### config.mk
export PLATFORM = sky130hd
export DESIGN_NAME = flash_host_ctrl
export DESIGN_NICKNAME = d
export VERILOG_FILES = /design/src/verilog/flash_host_pkg.sv /design/src/verilog/flash_cycle_if.sv /design/src/verilog/flash_cycle_engine.sv /design/src/verilog/flash_host_ctrl.sv
export SDC_FILE = /design/constraint.sdc
export NUM_CORES = 1
export LEC_CHECK = 0
export BUFFER_PORTS_ARGS = -buffer_cell sky130_fd_sc_hd__buf_2
export CORE_MARGIN = 2
export CORE_UTILIZATION = 52
export DETAILED_ROUTE_END_ITERATION = 6
export GPL_TIMING_DRIVEN = 0
export PLACE_DENSITY = 0.8
export SYNTH_ARGS = -nofsm -noshare
export SYNTH_HDL_FRONTEND = slang
export SYNTH_SLANG_ARGS = --single-unit
### constraint.sdc
create_clock -name mclk -period 2.62 [get_ports mclk]
set_input_delay 0.524 -clock mclk [delete_from_list [all_inputs] [get_ports mclk]]
set_output_delay 0.524 -clock mclk [all_outputs]
set_load 0.05 [all_outputs]
### src/verilog/flash_host_pkg.sv
`default_nettype none
package flash_host_pkg;
  // Widths of the flash pins, the operation code and the internal counters
  localparam int FA_W   = 19;
  localparam int FD_W   = 8;
  localparam int OP_W   = 4;
  localparam int CNT_W  = 4;
  localparam int GAP_W  = 12;
  localparam int PAIR_W = 11;
  localparam int STEP_W = 3;

  // Bus timing at 10 MHz
  localparam int CLK_NS      = 100;
  localparam int TWP_NS      = 35;
  localparam int TACC_NS     = 90;
  localparam int SYNC_STAGES = 2;
  localparam int WP_CYC      = (TWP_NS + CLK_NS - 1) / CLK_NS;
  localparam int ACC_CYC     = (TACC_NS + CLK_NS - 1) / CLK_NS;
  localparam int RD_CYC      = ACC_CYC + SYNC_STAGES;
  localparam logic [CNT_W-1:0] WP_LAST = CNT_W'(WP_CYC - 1);
  localparam logic [CNT_W-1:0] RD_LAST = CNT_W'(RD_CYC - 1);

  // Suspend pacing
  localparam int RESUME_GAP_US = 400;
  localparam int GAP_CYC       = RESUME_GAP_US * 1000 / CLK_NS;
  localparam logic [GAP_W-1:0]  GAP_LD   = GAP_W'(GAP_CYC);
  localparam logic [PAIR_W-1:0] PAIR_MAX = PAIR_W'(1024);

  // Command addresses and codes
  localparam logic [FA_W-1:0] ADDR_UNLOCK1 = 19'h00555;
  localparam logic [FA_W-1:0] ADDR_UNLOCK2 = 19'h002AA;
  localparam logic [FD_W-1:0] DATA_UNLOCK1 = 8'hAA;
  localparam logic [FD_W-1:0] DATA_UNLOCK2 = 8'h55;
  localparam logic [FD_W-1:0] CODE_RESET   = 8'hF0;
  localparam logic [FD_W-1:0] CODE_ID      = 8'h90;
  localparam logic [FD_W-1:0] CODE_PROG    = 8'hA0;
  localparam logic [FD_W-1:0] CODE_ERASE   = 8'h80;
  localparam logic [FD_W-1:0] CODE_CHIP    = 8'h10;
  localparam logic [FD_W-1:0] CODE_SECTOR  = 8'h30;
  localparam logic [FD_W-1:0] CODE_SUSPEND = 8'hB0;
  localparam logic [FD_W-1:0] CODE_RESUME  = 8'h30;
  localparam int TOGGLE_POS = 6;

  // Operations software may order
  localparam logic [OP_W-1:0] OP_RESET    = 4'h0;
  localparam logic [OP_W-1:0] OP_ID       = 4'h1;
  localparam logic [OP_W-1:0] OP_PROG     = 4'h2;
  localparam logic [OP_W-1:0] OP_CHIP     = 4'h3;
  localparam logic [OP_W-1:0] OP_SECT     = 4'h4;
  localparam logic [OP_W-1:0] OP_SECT_ADD = 4'h5;
  localparam logic [OP_W-1:0] OP_SUSP     = 4'h6;
  localparam logic [OP_W-1:0] OP_RESUME   = 4'h7;
  localparam logic [OP_W-1:0] OP_READ     = 4'h8;

  // Register map and status fields
  localparam logic [7:0] REG_CTRL   = 8'h00;
  localparam logic [7:0] REG_ADDR   = 8'h04;
  localparam logic [7:0] REG_WDATA  = 8'h08;
  localparam logic [7:0] REG_STATUS = 8'h0C;
  localparam int ST_BUSY   = 0;
  localparam int ST_ERR    = 1;
  localparam int ST_TOGGLE = 2;
  localparam int ST_RD_LSB = 8;
  localparam int ST_PR_LSB = 16;

  typedef enum logic [1:0] {
    ENG_IDLE    = 2'b00,
    ENG_SETUP   = 2'b01,
    ENG_STROBE  = 2'b10,
    ENG_RELEASE = 2'b11
  } eng_state_t;

  typedef enum logic [1:0] {
    SEQ_IDLE  = 2'b00,
    SEQ_ISSUE = 2'b01,
    SEQ_WAIT  = 2'b10
  } seq_state_t;
endpackage : flash_host_pkg
`default_nettype wire

### src/verilog/flash_cycle_if.sv
`timescale 1ns/1ps
`default_nettype none
interface flash_cycle_if;
  import flash_host_pkg::*;
  logic            req;
  logic            wr;
  logic [FA_W-1:0] addr;
  logic [FD_W-1:0] wdata;
  logic            ack;
  logic [FD_W-1:0] rdata;
  modport seq (output req, output wr, output addr, output wdata,
               input ack, input rdata);
  modport eng (input req, input wr, input addr, input wdata,
               output ack, output rdata);
endinterface : flash_cycle_if
`default_nettype wire

### src/verilog/flash_cycle_engine.sv
`timescale 1ns/1ps
`default_nettype none
module flash_cycle_engine
  import flash_host_pkg::*;
(
  input  wire logic            mclk,
  input  wire logic            rstn,
  flash_cycle_if.eng           cyc,
  input  wire logic [FD_W-1:0] fl_dq_in,
  output logic      [FA_W-1:0] fl_addr,
  output logic      [FD_W-1:0] fl_dq_out,
  output logic                 fl_dq_oe,
  output logic                 fl_ce_n,
  output logic                 fl_we_n,
  output logic                 fl_oe_n
);
  localparam int WP_HOLD = WP_CYC;

  eng_state_t      state_ff, nxt_state;
  logic [CNT_W-1:0] cnt_ff, nxt_cnt;
  logic [FA_W-1:0] addr_ff, nxt_addr;
  logic [FD_W-1:0] dout_ff, nxt_dout, rdata_ff, nxt_rdata;
  logic [FD_W-1:0] dq_meta_ff, dq_sync_ff;
  logic            doe_ff, nxt_doe, wr_ff, nxt_wr, ack_ff, nxt_ack;
  logic            ce_n_ff, nxt_ce_n, we_n_ff, nxt_we_n;
  logic            oe_n_ff, nxt_oe_n;

  // Pins and answers straight from flops
  assign fl_addr   = addr_ff;
  assign fl_dq_out = dout_ff;
  assign fl_dq_oe  = doe_ff;
  assign fl_ce_n   = ce_n_ff;
  assign fl_we_n   = we_n_ff;
  assign fl_oe_n   = oe_n_ff;
  assign cyc.ack   = ack_ff;
  assign cyc.rdata = rdata_ff;

  // One bus cycle: setup, strobe, release with data still driven
  always_comb begin
    nxt_state = state_ff;
    nxt_cnt   = cnt_ff;
    nxt_addr  = addr_ff;
    nxt_dout  = dout_ff;
    nxt_rdata = rdata_ff;
    nxt_doe   = doe_ff;
    nxt_wr    = wr_ff;
    nxt_ce_n  = ce_n_ff;
    nxt_we_n  = we_n_ff;
    nxt_oe_n  = oe_n_ff;
    nxt_ack   = 1'b0;
    unique case (state_ff)
      ENG_IDLE: begin
        if (cyc.req) begin
          nxt_state = ENG_SETUP;
          nxt_addr  = cyc.addr;
          nxt_dout  = cyc.wdata;
          nxt_wr    = cyc.wr;
          nxt_doe   = cyc.wr;
          nxt_ce_n  = 1'b0;
        end
      end
      ENG_SETUP: begin
        // Address settled a full cycle before the strobe
        nxt_state = ENG_STROBE;
        nxt_cnt   = '0;
        if (wr_ff) begin
          nxt_we_n = 1'b0;
        end else begin
          nxt_oe_n = 1'b0;
        end
      end
      ENG_STROBE: begin
        nxt_cnt = cnt_ff + 1'b1;
        if ((wr_ff && cnt_ff == WP_LAST)
            || (!wr_ff && cnt_ff == RD_LAST)) begin
          nxt_state = ENG_RELEASE;
          nxt_ce_n  = 1'b1;
          nxt_we_n  = 1'b1;
          nxt_oe_n  = 1'b1;
          if (!wr_ff) begin
            nxt_rdata = dq_sync_ff;
          end
        end
      end
      ENG_RELEASE: begin
        // Data dropped one cycle after the strobes rise
        nxt_state = ENG_IDLE;
        nxt_doe   = 1'b0;
        nxt_ack   = 1'b1;
      end
    endcase
  end

  always_ff @(posedge mclk or negedge rstn) begin
    if (!rstn) begin
      state_ff <= ENG_IDLE;
      cnt_ff   <= '0;
      addr_ff  <= '0;
      dout_ff  <= '0;
      rdata_ff <= '0;
      doe_ff   <= 1'b0;
      wr_ff    <= 1'b0;
      ce_n_ff  <= 1'b1;
      we_n_ff  <= 1'b1;
      oe_n_ff  <= 1'b1;
      ack_ff   <= 1'b0;
    end else begin
      state_ff <= nxt_state;
      cnt_ff   <= nxt_cnt;
      addr_ff  <= nxt_addr;
      dout_ff  <= nxt_dout;
      rdata_ff <= nxt_rdata;
      doe_ff   <= nxt_doe;
      wr_ff    <= nxt_wr;
      ce_n_ff  <= nxt_ce_n;
      we_n_ff  <= nxt_we_n;
      oe_n_ff  <= nxt_oe_n;
      ack_ff   <= nxt_ack;
    end
  end

  // Data pins are asynchronous to mclk
  always_ff @(posedge mclk or negedge rstn) begin
    if (!rstn) begin
      dq_meta_ff <= '0;
      dq_sync_ff <= '0;
    end else begin
      dq_meta_ff <= fl_dq_in;
      dq_sync_ff <= dq_meta_ff;
    end
  end

  write_qualify_a: assert property (
    @(posedge mclk) disable iff (!rstn)
    !we_n_ff |-> !ce_n_ff && oe_n_ff && doe_ff)
    else $error("write strobe without select or with output enable");

  strobe_width_a: assert property (
    @(posedge mclk) disable iff (!rstn)
    $fell(we_n_ff) |-> !we_n_ff ##WP_HOLD we_n_ff && ce_n_ff && doe_ff)
    else $error("write strobe width or data hold wrong");

  read_no_write_a: assert property (
    @(posedge mclk) disable iff (!rstn)
    !oe_n_ff |-> we_n_ff && !doe_ff)
    else $error("output enable low while writing");
endmodule : flash_cycle_engine
`default_nettype wire

### src/verilog/flash_host_ctrl.sv
`timescale 1ns/1ps
`default_nettype none
module flash_host_ctrl
  import flash_host_pkg::*;
(
  input  wire logic            mclk,
  input  wire logic            rstn,
  input  wire logic            psel,
  input  wire logic            penable,
  input  wire logic            pwrite,
  input  wire logic [7:0]      paddr,
  input  wire logic [31:0]     pwdata,
  output logic      [31:0]     prdata,
  output logic                 pready,
  output logic                 pslverr,
  input  wire logic [FD_W-1:0] fl_dq_in,
  output logic      [FA_W-1:0] fl_addr,
  output logic      [FD_W-1:0] fl_dq_out,
  output logic                 fl_dq_oe,
  output logic                 fl_ce_n,
  output logic                 fl_we_n,
  output logic                 fl_oe_n
);
  // Number of bus writes or reads an operation needs
  function automatic logic [STEP_W-1:0] seq_len(input logic [OP_W-1:0] op);
    case (op)
      OP_ID:            seq_len = 3'd3;
      OP_PROG:          seq_len = 3'd4;
      OP_CHIP, OP_SECT: seq_len = 3'd6;
      default:          seq_len = 3'd1;
    endcase
  endfunction : seq_len

  // Address and data of one step of an operation
  function automatic logic [FA_W+FD_W-1:0] seq_word(
    input logic [OP_W-1:0]   op,
    input logic [STEP_W-1:0] idx,
    input logic [FA_W-1:0]   a,
    input logic [FD_W-1:0]   d);
    logic [FD_W-1:0] code;
    code = CODE_ERASE;
    if (seq_len(op) == 3'd1) begin
      case (op)
        OP_RESET:    code = CODE_RESET;
        OP_SECT_ADD: code = CODE_SECTOR;
        OP_SUSP:     code = CODE_SUSPEND;
        OP_RESUME:   code = CODE_RESUME;
        default:     code = 8'h00;
      endcase
      seq_word = {a, code};
    end else begin
      case (idx)
        3'd0, 3'd3: seq_word = {ADDR_UNLOCK1, DATA_UNLOCK1};
        3'd1, 3'd4: seq_word = {ADDR_UNLOCK2, DATA_UNLOCK2};
        3'd2: begin
          if (op == OP_ID) code = CODE_ID;
          else if (op == OP_PROG) code = CODE_PROG;
          seq_word = {ADDR_UNLOCK1, code};
        end
        default: begin
          if (op == OP_CHIP) seq_word = {ADDR_UNLOCK1, CODE_CHIP};
          else seq_word = {a, CODE_SECTOR};
        end
      endcase
      if (op == OP_PROG && idx == 3'd3) seq_word = {a, d};
    end
  endfunction : seq_word

  flash_cycle_if cyc ();

  seq_state_t        state_ff, nxt_state;
  logic [OP_W-1:0]   op_ff, nxt_op;
  logic [STEP_W-1:0] step_ff, nxt_step;
  logic [FA_W-1:0]   addr_ff, nxt_addr, cyc_addr_ff, nxt_cyc_addr;
  logic [FD_W-1:0]   wdata_ff, nxt_wdata, cyc_data_ff, nxt_cyc_data;
  logic [FD_W-1:0]   rd_ff, nxt_rd;
  logic              req_ff, nxt_req, cyc_wr_ff, nxt_cyc_wr;
  logic              err_ff, nxt_err, tog_ff, nxt_tog;
  logic              prev_tog_ff, nxt_prev_tog;
  logic [GAP_W-1:0]  gap_ff, nxt_gap;
  logic [PAIR_W-1:0] pairs_ff, nxt_pairs;
  logic [31:0]       prdata_ff, nxt_prdata;
  logic              pready_ff, nxt_pready, pslverr_ff, nxt_pslverr;
  logic              access, known, take_wr, start, last_step;
  logic [OP_W-1:0]   new_op;

  assign cyc.req   = req_ff;
  assign cyc.wr    = cyc_wr_ff;
  assign cyc.addr  = cyc_addr_ff;
  assign cyc.wdata = cyc_data_ff;
  assign prdata    = prdata_ff;
  assign pready    = pready_ff;
  assign pslverr   = pslverr_ff;

  // APB decode; answer in the second access cycle
  assign access  = psel && penable;
  assign known   = paddr == REG_CTRL || paddr == REG_ADDR
                || paddr == REG_WDATA || paddr == REG_STATUS;
  assign take_wr = access && pready_ff && pwrite && !pslverr_ff;
  assign new_op  = pwdata[OP_W-1:0];
  assign start   = take_wr && paddr == REG_CTRL && state_ff == SEQ_IDLE
                && new_op <= OP_READ
                && !(new_op == OP_SUSP
                     && (gap_ff != '0 || pairs_ff == PAIR_MAX));
  assign last_step = step_ff == 3'(seq_len(op_ff) - 3'd1);

  always_comb begin
    nxt_pready  = access && !pready_ff;
    nxt_pslverr = access && !pready_ff && !known;
    nxt_prdata  = prdata_ff;
    if (access && !pready_ff && !pwrite) begin
      nxt_prdata = '0;
      case (paddr)
        REG_CTRL:  nxt_prdata[OP_W-1:0] = op_ff;
        REG_ADDR:  nxt_prdata[FA_W-1:0] = addr_ff;
        REG_WDATA: nxt_prdata[FD_W-1:0] = wdata_ff;
        REG_STATUS: begin
          nxt_prdata[ST_BUSY]   = state_ff != SEQ_IDLE;
          nxt_prdata[ST_ERR]    = err_ff;
          nxt_prdata[ST_TOGGLE] = tog_ff;
          nxt_prdata[ST_RD_LSB +: FD_W]   = rd_ff;
          nxt_prdata[ST_PR_LSB +: PAIR_W] = pairs_ff;
        end
        default: nxt_prdata = '0;
      endcase
    end
  end

  // Operation sequencer
  always_comb begin
    nxt_state    = state_ff;
    nxt_op       = op_ff;
    nxt_step     = step_ff;
    nxt_addr     = addr_ff;
    nxt_wdata    = wdata_ff;
    nxt_cyc_addr = cyc_addr_ff;
    nxt_cyc_data = cyc_data_ff;
    nxt_cyc_wr   = cyc_wr_ff;
    nxt_req      = 1'b0;
    nxt_err      = err_ff;
    nxt_rd       = rd_ff;
    nxt_tog      = tog_ff;
    nxt_prev_tog = prev_tog_ff;
    nxt_pairs    = pairs_ff;
    nxt_gap      = (gap_ff != '0) ? gap_ff - 1'b1 : gap_ff;
    if (take_wr && paddr == REG_ADDR) nxt_addr = pwdata[FA_W-1:0];
    if (take_wr && paddr == REG_WDATA) nxt_wdata = pwdata[FD_W-1:0];
    // Refused orders leave a sticky error until the next accepted one
    if (start) begin
      nxt_op    = new_op;
      nxt_step  = '0;
      nxt_err   = 1'b0;
      nxt_state = SEQ_ISSUE;
    end else if (take_wr && paddr == REG_CTRL) begin
      nxt_err = 1'b1;
    end
    unique case (state_ff)
      SEQ_IDLE: ;
      SEQ_ISSUE: begin
        nxt_req = 1'b1;
        {nxt_cyc_addr, nxt_cyc_data} =
          seq_word(op_ff, step_ff, addr_ff, wdata_ff);
        nxt_cyc_wr = op_ff != OP_READ;
        nxt_state  = SEQ_WAIT;
      end
      SEQ_WAIT: begin
        if (cyc.ack) begin
          nxt_step  = step_ff + 1'b1;
          nxt_state = last_step ? SEQ_IDLE : SEQ_ISSUE;
          if (last_step && op_ff == OP_READ) begin
            // Two reads differing in the toggle bit mean still busy
            nxt_rd       = cyc.rdata;
            nxt_tog      = cyc.rdata[TOGGLE_POS] ^ prev_tog_ff;
            nxt_prev_tog = cyc.rdata[TOGGLE_POS];
          end
          if (last_step && op_ff == OP_RESUME) begin
            nxt_gap = GAP_LD;
            if (pairs_ff != PAIR_MAX) nxt_pairs = pairs_ff + 1'b1;
          end
          if (last_step && (op_ff == OP_CHIP || op_ff == OP_SECT))
            nxt_pairs = '0;
        end
      end
      default: nxt_state = SEQ_IDLE;
    endcase
  end

  always_ff @(posedge mclk or negedge rstn) begin
    if (!rstn) begin
      state_ff    <= SEQ_IDLE;
      op_ff       <= OP_RESET;
      step_ff     <= '0;
      addr_ff     <= '0;
      wdata_ff    <= '0;
      cyc_addr_ff <= '0;
      cyc_data_ff <= '0;
      cyc_wr_ff   <= 1'b0;
      req_ff      <= 1'b0;
      err_ff      <= 1'b0;
      rd_ff       <= '0;
      tog_ff      <= 1'b0;
      prev_tog_ff <= 1'b0;
      gap_ff      <= '0;
      pairs_ff    <= '0;
      prdata_ff   <= '0;
      pready_ff   <= 1'b0;
      pslverr_ff  <= 1'b0;
    end else begin
      state_ff    <= nxt_state;
      op_ff       <= nxt_op;
      step_ff     <= nxt_step;
      addr_ff     <= nxt_addr;
      wdata_ff    <= nxt_wdata;
      cyc_addr_ff <= nxt_cyc_addr;
      cyc_data_ff <= nxt_cyc_data;
      cyc_wr_ff   <= nxt_cyc_wr;
      req_ff      <= nxt_req;
      err_ff      <= nxt_err;
      rd_ff       <= nxt_rd;
      tog_ff      <= nxt_tog;
      prev_tog_ff <= nxt_prev_tog;
      gap_ff      <= nxt_gap;
      pairs_ff    <= nxt_pairs;
      prdata_ff   <= nxt_prdata;
      pready_ff   <= nxt_pready;
      pslverr_ff  <= nxt_pslverr;
    end
  end

  flash_cycle_engine engine (
    .mclk      (mclk),
    .rstn      (rstn),
    .cyc       (cyc.eng),
    .fl_dq_in  (fl_dq_in),
    .fl_addr   (fl_addr),
    .fl_dq_out (fl_dq_out),
    .fl_dq_oe  (fl_dq_oe),
    .fl_ce_n   (fl_ce_n),
    .fl_we_n   (fl_we_n),
    .fl_oe_n   (fl_oe_n)
  );

  unlock_first_a: assert property (
    @(posedge mclk) disable iff (!rstn)
    req_ff && seq_len(op_ff) > 3'd1 && (step_ff == 3'd0 || step_ff == 3'd3)
      && !(op_ff == OP_PROG && step_ff == 3'd3)
    |-> cyc_addr_ff == ADDR_UNLOCK1 && cyc_data_ff == DATA_UNLOCK1)
    else $error("first unlock write wrong");

  unlock_second_a: assert property (
    @(posedge mclk) disable iff (!rstn)
    req_ff && seq_len(op_ff) > 3'd1 && (step_ff == 3'd1 || step_ff == 3'd4)
    |-> cyc_addr_ff == ADDR_UNLOCK2 && cyc_data_ff == DATA_UNLOCK2)
    else $error("second unlock write wrong");

  program_code_a: assert property (
    @(posedge mclk) disable iff (!rstn)
    req_ff && op_ff == OP_PROG && step_ff == 3'd2
    |-> cyc_data_ff == CODE_PROG ##[1:20] req_ff && cyc_addr_ff == addr_ff
        && cyc_data_ff == wdata_ff)
    else $error("program command or target byte wrong");

  chip_confirm_a: assert property (
    @(posedge mclk) disable iff (!rstn)
    req_ff && op_ff == OP_CHIP && step_ff == 3'd5
    |-> cyc_addr_ff == ADDR_UNLOCK1 && cyc_data_ff == CODE_CHIP)
    else $error("chip erase confirm write wrong");

  sector_confirm_a: assert property (
    @(posedge mclk) disable iff (!rstn)
    req_ff && (op_ff == OP_SECT && step_ff == 3'd5 || op_ff == OP_SECT_ADD)
    |-> cyc_addr_ff == addr_ff && cyc_data_ff == CODE_SECTOR)
    else $error("sector erase write wrong");

  suspend_spacing_a: assert property (
    @(posedge mclk) disable iff (!rstn)
    state_ff == SEQ_IDLE ##1 state_ff == SEQ_ISSUE && op_ff == OP_SUSP
    |-> $past(gap_ff) == '0 && $past(pairs_ff) != PAIR_MAX)
    else $error("suspend issued too soon or past pair limit");

  resume_load_a: assert property (
    @(posedge mclk) disable iff (!rstn)
    state_ff == SEQ_WAIT && cyc.ack && op_ff == OP_RESUME && last_step
    |=> gap_ff == GAP_LD ##1 gap_ff == GAP_LD - 1'b1)
    else $error("resume spacing not started");

  legal_op_a: assert property (
    @(posedge mclk) disable iff (!rstn)
    state_ff != SEQ_IDLE |-> op_ff <= OP_READ && step_ff < seq_len(op_ff))
    else $error("undefined operation on the flash bus");
endmodule : flash_host_ctrl
`default_nettype wire

==> reports/metrics.cfg <==
[logic_synthesis]
ys.flop_type = dfrtp_1
synth_edf_count = 0
synth_warnings = 0
synth_area_leaders = dfrtp_1 57%, mux2_2 10%, nand2_1 3.5%
synth.distinct_cells = 65
netlist.area_leader.share_pct = 56.7
ys_seq_elements = 190
synth_cells = 710
syn_area_per_cell_sq_um = 11.6
async_flop_share_pct = 100
yosysSeqAreaShare_pct = 57.6
synth_top_cell_by_area = dfrtp_1
syn-cell-area_sq_um = 8250

[global_route]
grt_max_degree = 109
grt_pass1_wl_um = 31000
antenna_found_initial = 0
grt_overflow = 0
grtUsageTotal_pct = 23.9
grt_pass1_vias = 6044

[sta]
setup_ws_ns = -0.108
skew_ns = 0.00756
rsz0062_at_grt = yes
worst_slew_margin_rel_pct = 30.9
tightest_slew_ns = 1.02
slew_viol_final = 0
fmax_mhz = 367
post-route-min-period_ns = 2.73
fin_crit_sh_pct = 104
hold_viol_final = 0
setup_viol = 21

[setup_path]
arrival_ns = 3.03
r2r-start = op_ff[2]
crit_top_cell = o21ai_2
crit_chain = or3b_4 > o21ai_2 > nand2b_1 > buf_4 > ha_4 > xnor2_4 > nor4b_4 > o21ai_2 > buf_6 > clkbuf_4 > o21ai_2 > o31ai_4
slowest_stage = or3b_4
worstPathRequired_ns = 2.93
critPathCaptureType = flip-flop
cp-start-kind = flip-flop
worst_path_largest_cell_delay_ns = 0.43
critical_path.max_fanout = 10
startpoint = op_ff[2]
crit_type = flip-flop to flip-flop

[die]
core_sq_um = 15700
die_w_um = 130
dieArea_sq_um = 16900
fp.dieH_um = 130
rows = 46
io_pins = 118
initial_core_util_pct = 52.5

[power_and_ir_drop]
p_leak_nw = 4.94
vdd_drop_max_v = 0.000494
pwr-share-seq_pct = 48.5
swShare_pct = 26.5
powerDensity_nw_per_um2 = 630
p_comb_share_pct = 10.8
intPower_mw = 4.71
p_clk_share_pct = 40.7
power_switching_mw = 1.70

[final_layout]
drive_above_1_share_pct = 32.8
antenna_cells = 0
mostFrequentLayoutCell = dfrtp_1
area_delta_synth_final_pct = 23.2
fin_nets = 926
final_cell_mix = 187 x dfrtp_1, 99 x buf_2, 78 x nand2_1
fin_util_pct = 64.7
final_cells = 1085

[cts]
cts.sinks = 190
cts_buffer_depth = 2
clk_pin_slew_worst_paths_ns = 0.07
clk-insertion-delay-late_ns = 0.43
hold_buffers = 0
cts-root-buf = clkbuf_16
cts_tree = yes
cts-htree-levels = 4
cts_buffers = 17

[placement]
io_buffer_count = 98
placed_cells = 1029
place.gp.congestion = 0.909
dp_hpwl_um = 13300

[flow_run]
cap_violations = 0

[hold_path]
hold_path.class = input port to asynchronous set/reset pin

[outcome]
status = finished, violations left
violations = negative setup slack

[routing]
remaining_drc_errors = 0
dr_total_vias = 6236
viasPerCell = 5.75
drtIter0Drc = 627
avgRoutedWirePerCell_um = 18.5
drt_wl_total_um = 20100
antenna_left = 0
drtPass1Iterations = 6

## cell type report
cell class | instances | area [sq um]
clock inverters | 12 | 150
inverters | 23 | 86.3
fillers | 1154 | 5540
well taps | 216 | 270
multi-input cells | 462 | 3540
flip-flops and latches | 190 | 4760
repair buffers | 123 | 723
clock buffers | 20 | 447
plain buffers | 39 | 195
## metrics by stage
stage               area (sq um)  power, mW  worst slack, ns  hold slack, ns  TNS, ns
finish                     10200       6.40           -0.108          0.0908    -1.11
global route               10200       6.66           -0.146           0.132    -2.17
CTS                         9910       6.43          -0.0120           0.107  -0.0203
detailed placement          9070       3.84           -0.523           0.336   -23.78
global placement            9030       3.82            -1.99           0.335  -392.32
floorplan                   8270       3.61           0.0225           0.228        0
## synth_stat cells (all sizes together) (6+ instances only)
| master | count |
|---|---|
| dfrtp | 187 |
| nand2 | 78 |
| mux2 | 74 |
| nor2 | 51 |
| o21ai | 36 |
| clkbuf | 31 |
| inv | 23 |
| a21oi | 18 |
| ha | 17 |
| nand3 | 14 |
| a22o | 12 |
| a32oi | 12 |
| nor3 | 12 |
| nand2b | 11 |
| o31ai | 11 |
| a31oi | 9 |
| buf | 8 |
| a221o | 6 |
| o41ai | 6 |
## sequential cells by signal (all words and copies together) (netlist names), 2 cells and up
signal             flops
engine.cyc.rdata       8
cyc.wdata              8
state_ff               2
rd_ff                  8
wdata_ff               8
prdata                27
pairs_ff              11
gap_ff                12
engine.fl_addr        19
cyc.addr              19
engine.cnt_ff          4
engine.dq_meta_ff      8
step_ff                3
engine.state_ff        2
engine.dq_sync_ff      8
engine.fl_dq_out       8
addr_ff               19
op_ff                  4
## worst max-delay path: cells and delay by family (launching register included)
family	cells	cell delay, ns
compound gates	4	0.54
xor+xnor	1	0.18
fa+ha+maj	1	0.17
buf+inv	3	0.50
flops	1	0.41
simple gates	3	0.80
## timing repair
item                       CTS  global route
pin swaps                    5            11
buffers inserted            11            12
setup endpoints to repair   62            58
cloned                       0             1
gates resized for setup     34            46
hold endpoints to repair     0             0
## metal layers
metal / vias to the layer above / track usage (%) / routed length (um)
met5: - / 0 / 0
met4: 0 / 8.22 / 473
met3: 38 / 5.70 / 1120
met2: 238 / 37.6 / 9600
met1: 3115 / 32.9 / 8860
li1: 2845 / - / -
## worst paths after layout
check                                        to  slack, ns  cells after the start
max in group asynchronous   engine.cyc.rdata[7]       1.61                      2
setup reg to reg                    pairs_ff[8]      -0.11                     12
setup / recovery                    pairs_ff[8]      -0.11                     12
min in group mclk          engine.dq_meta_ff[3]       0.19                      1
hold / removal                      wdata_ff[0]       0.09                      1
hold reg to reg            engine.dq_sync_ff[4]       0.35                      0
## power groups by stage
stage | sequential (mW) | clock [mW] | combinational [mW]
finish | 3.10 | 2.61 | 0.693
global route | 3.11 | 2.76 | 0.785
CTS | 3.10 | 2.63 | 0.697
floorplan | 3.27 | 0 | 0.340
global placement | 3.15 | 0 | 0.663
detailed placement | 3.16 | 0 | 0.686
## cell families after synthesis
kind of cell             share of synthesized area, %
AND/OR/NAND/NOR                                  12.1
flip-flops                                       57.6
AO/OA/AOI/OAI                                    12.2
multiplexers                                     11.4
buffers and inverters                            3.09
adder cells (fa/ha/maj)                          2.58
XOR/XNOR                                        0.849
other                                          0.0454
(Power assumes the default switching activity.)
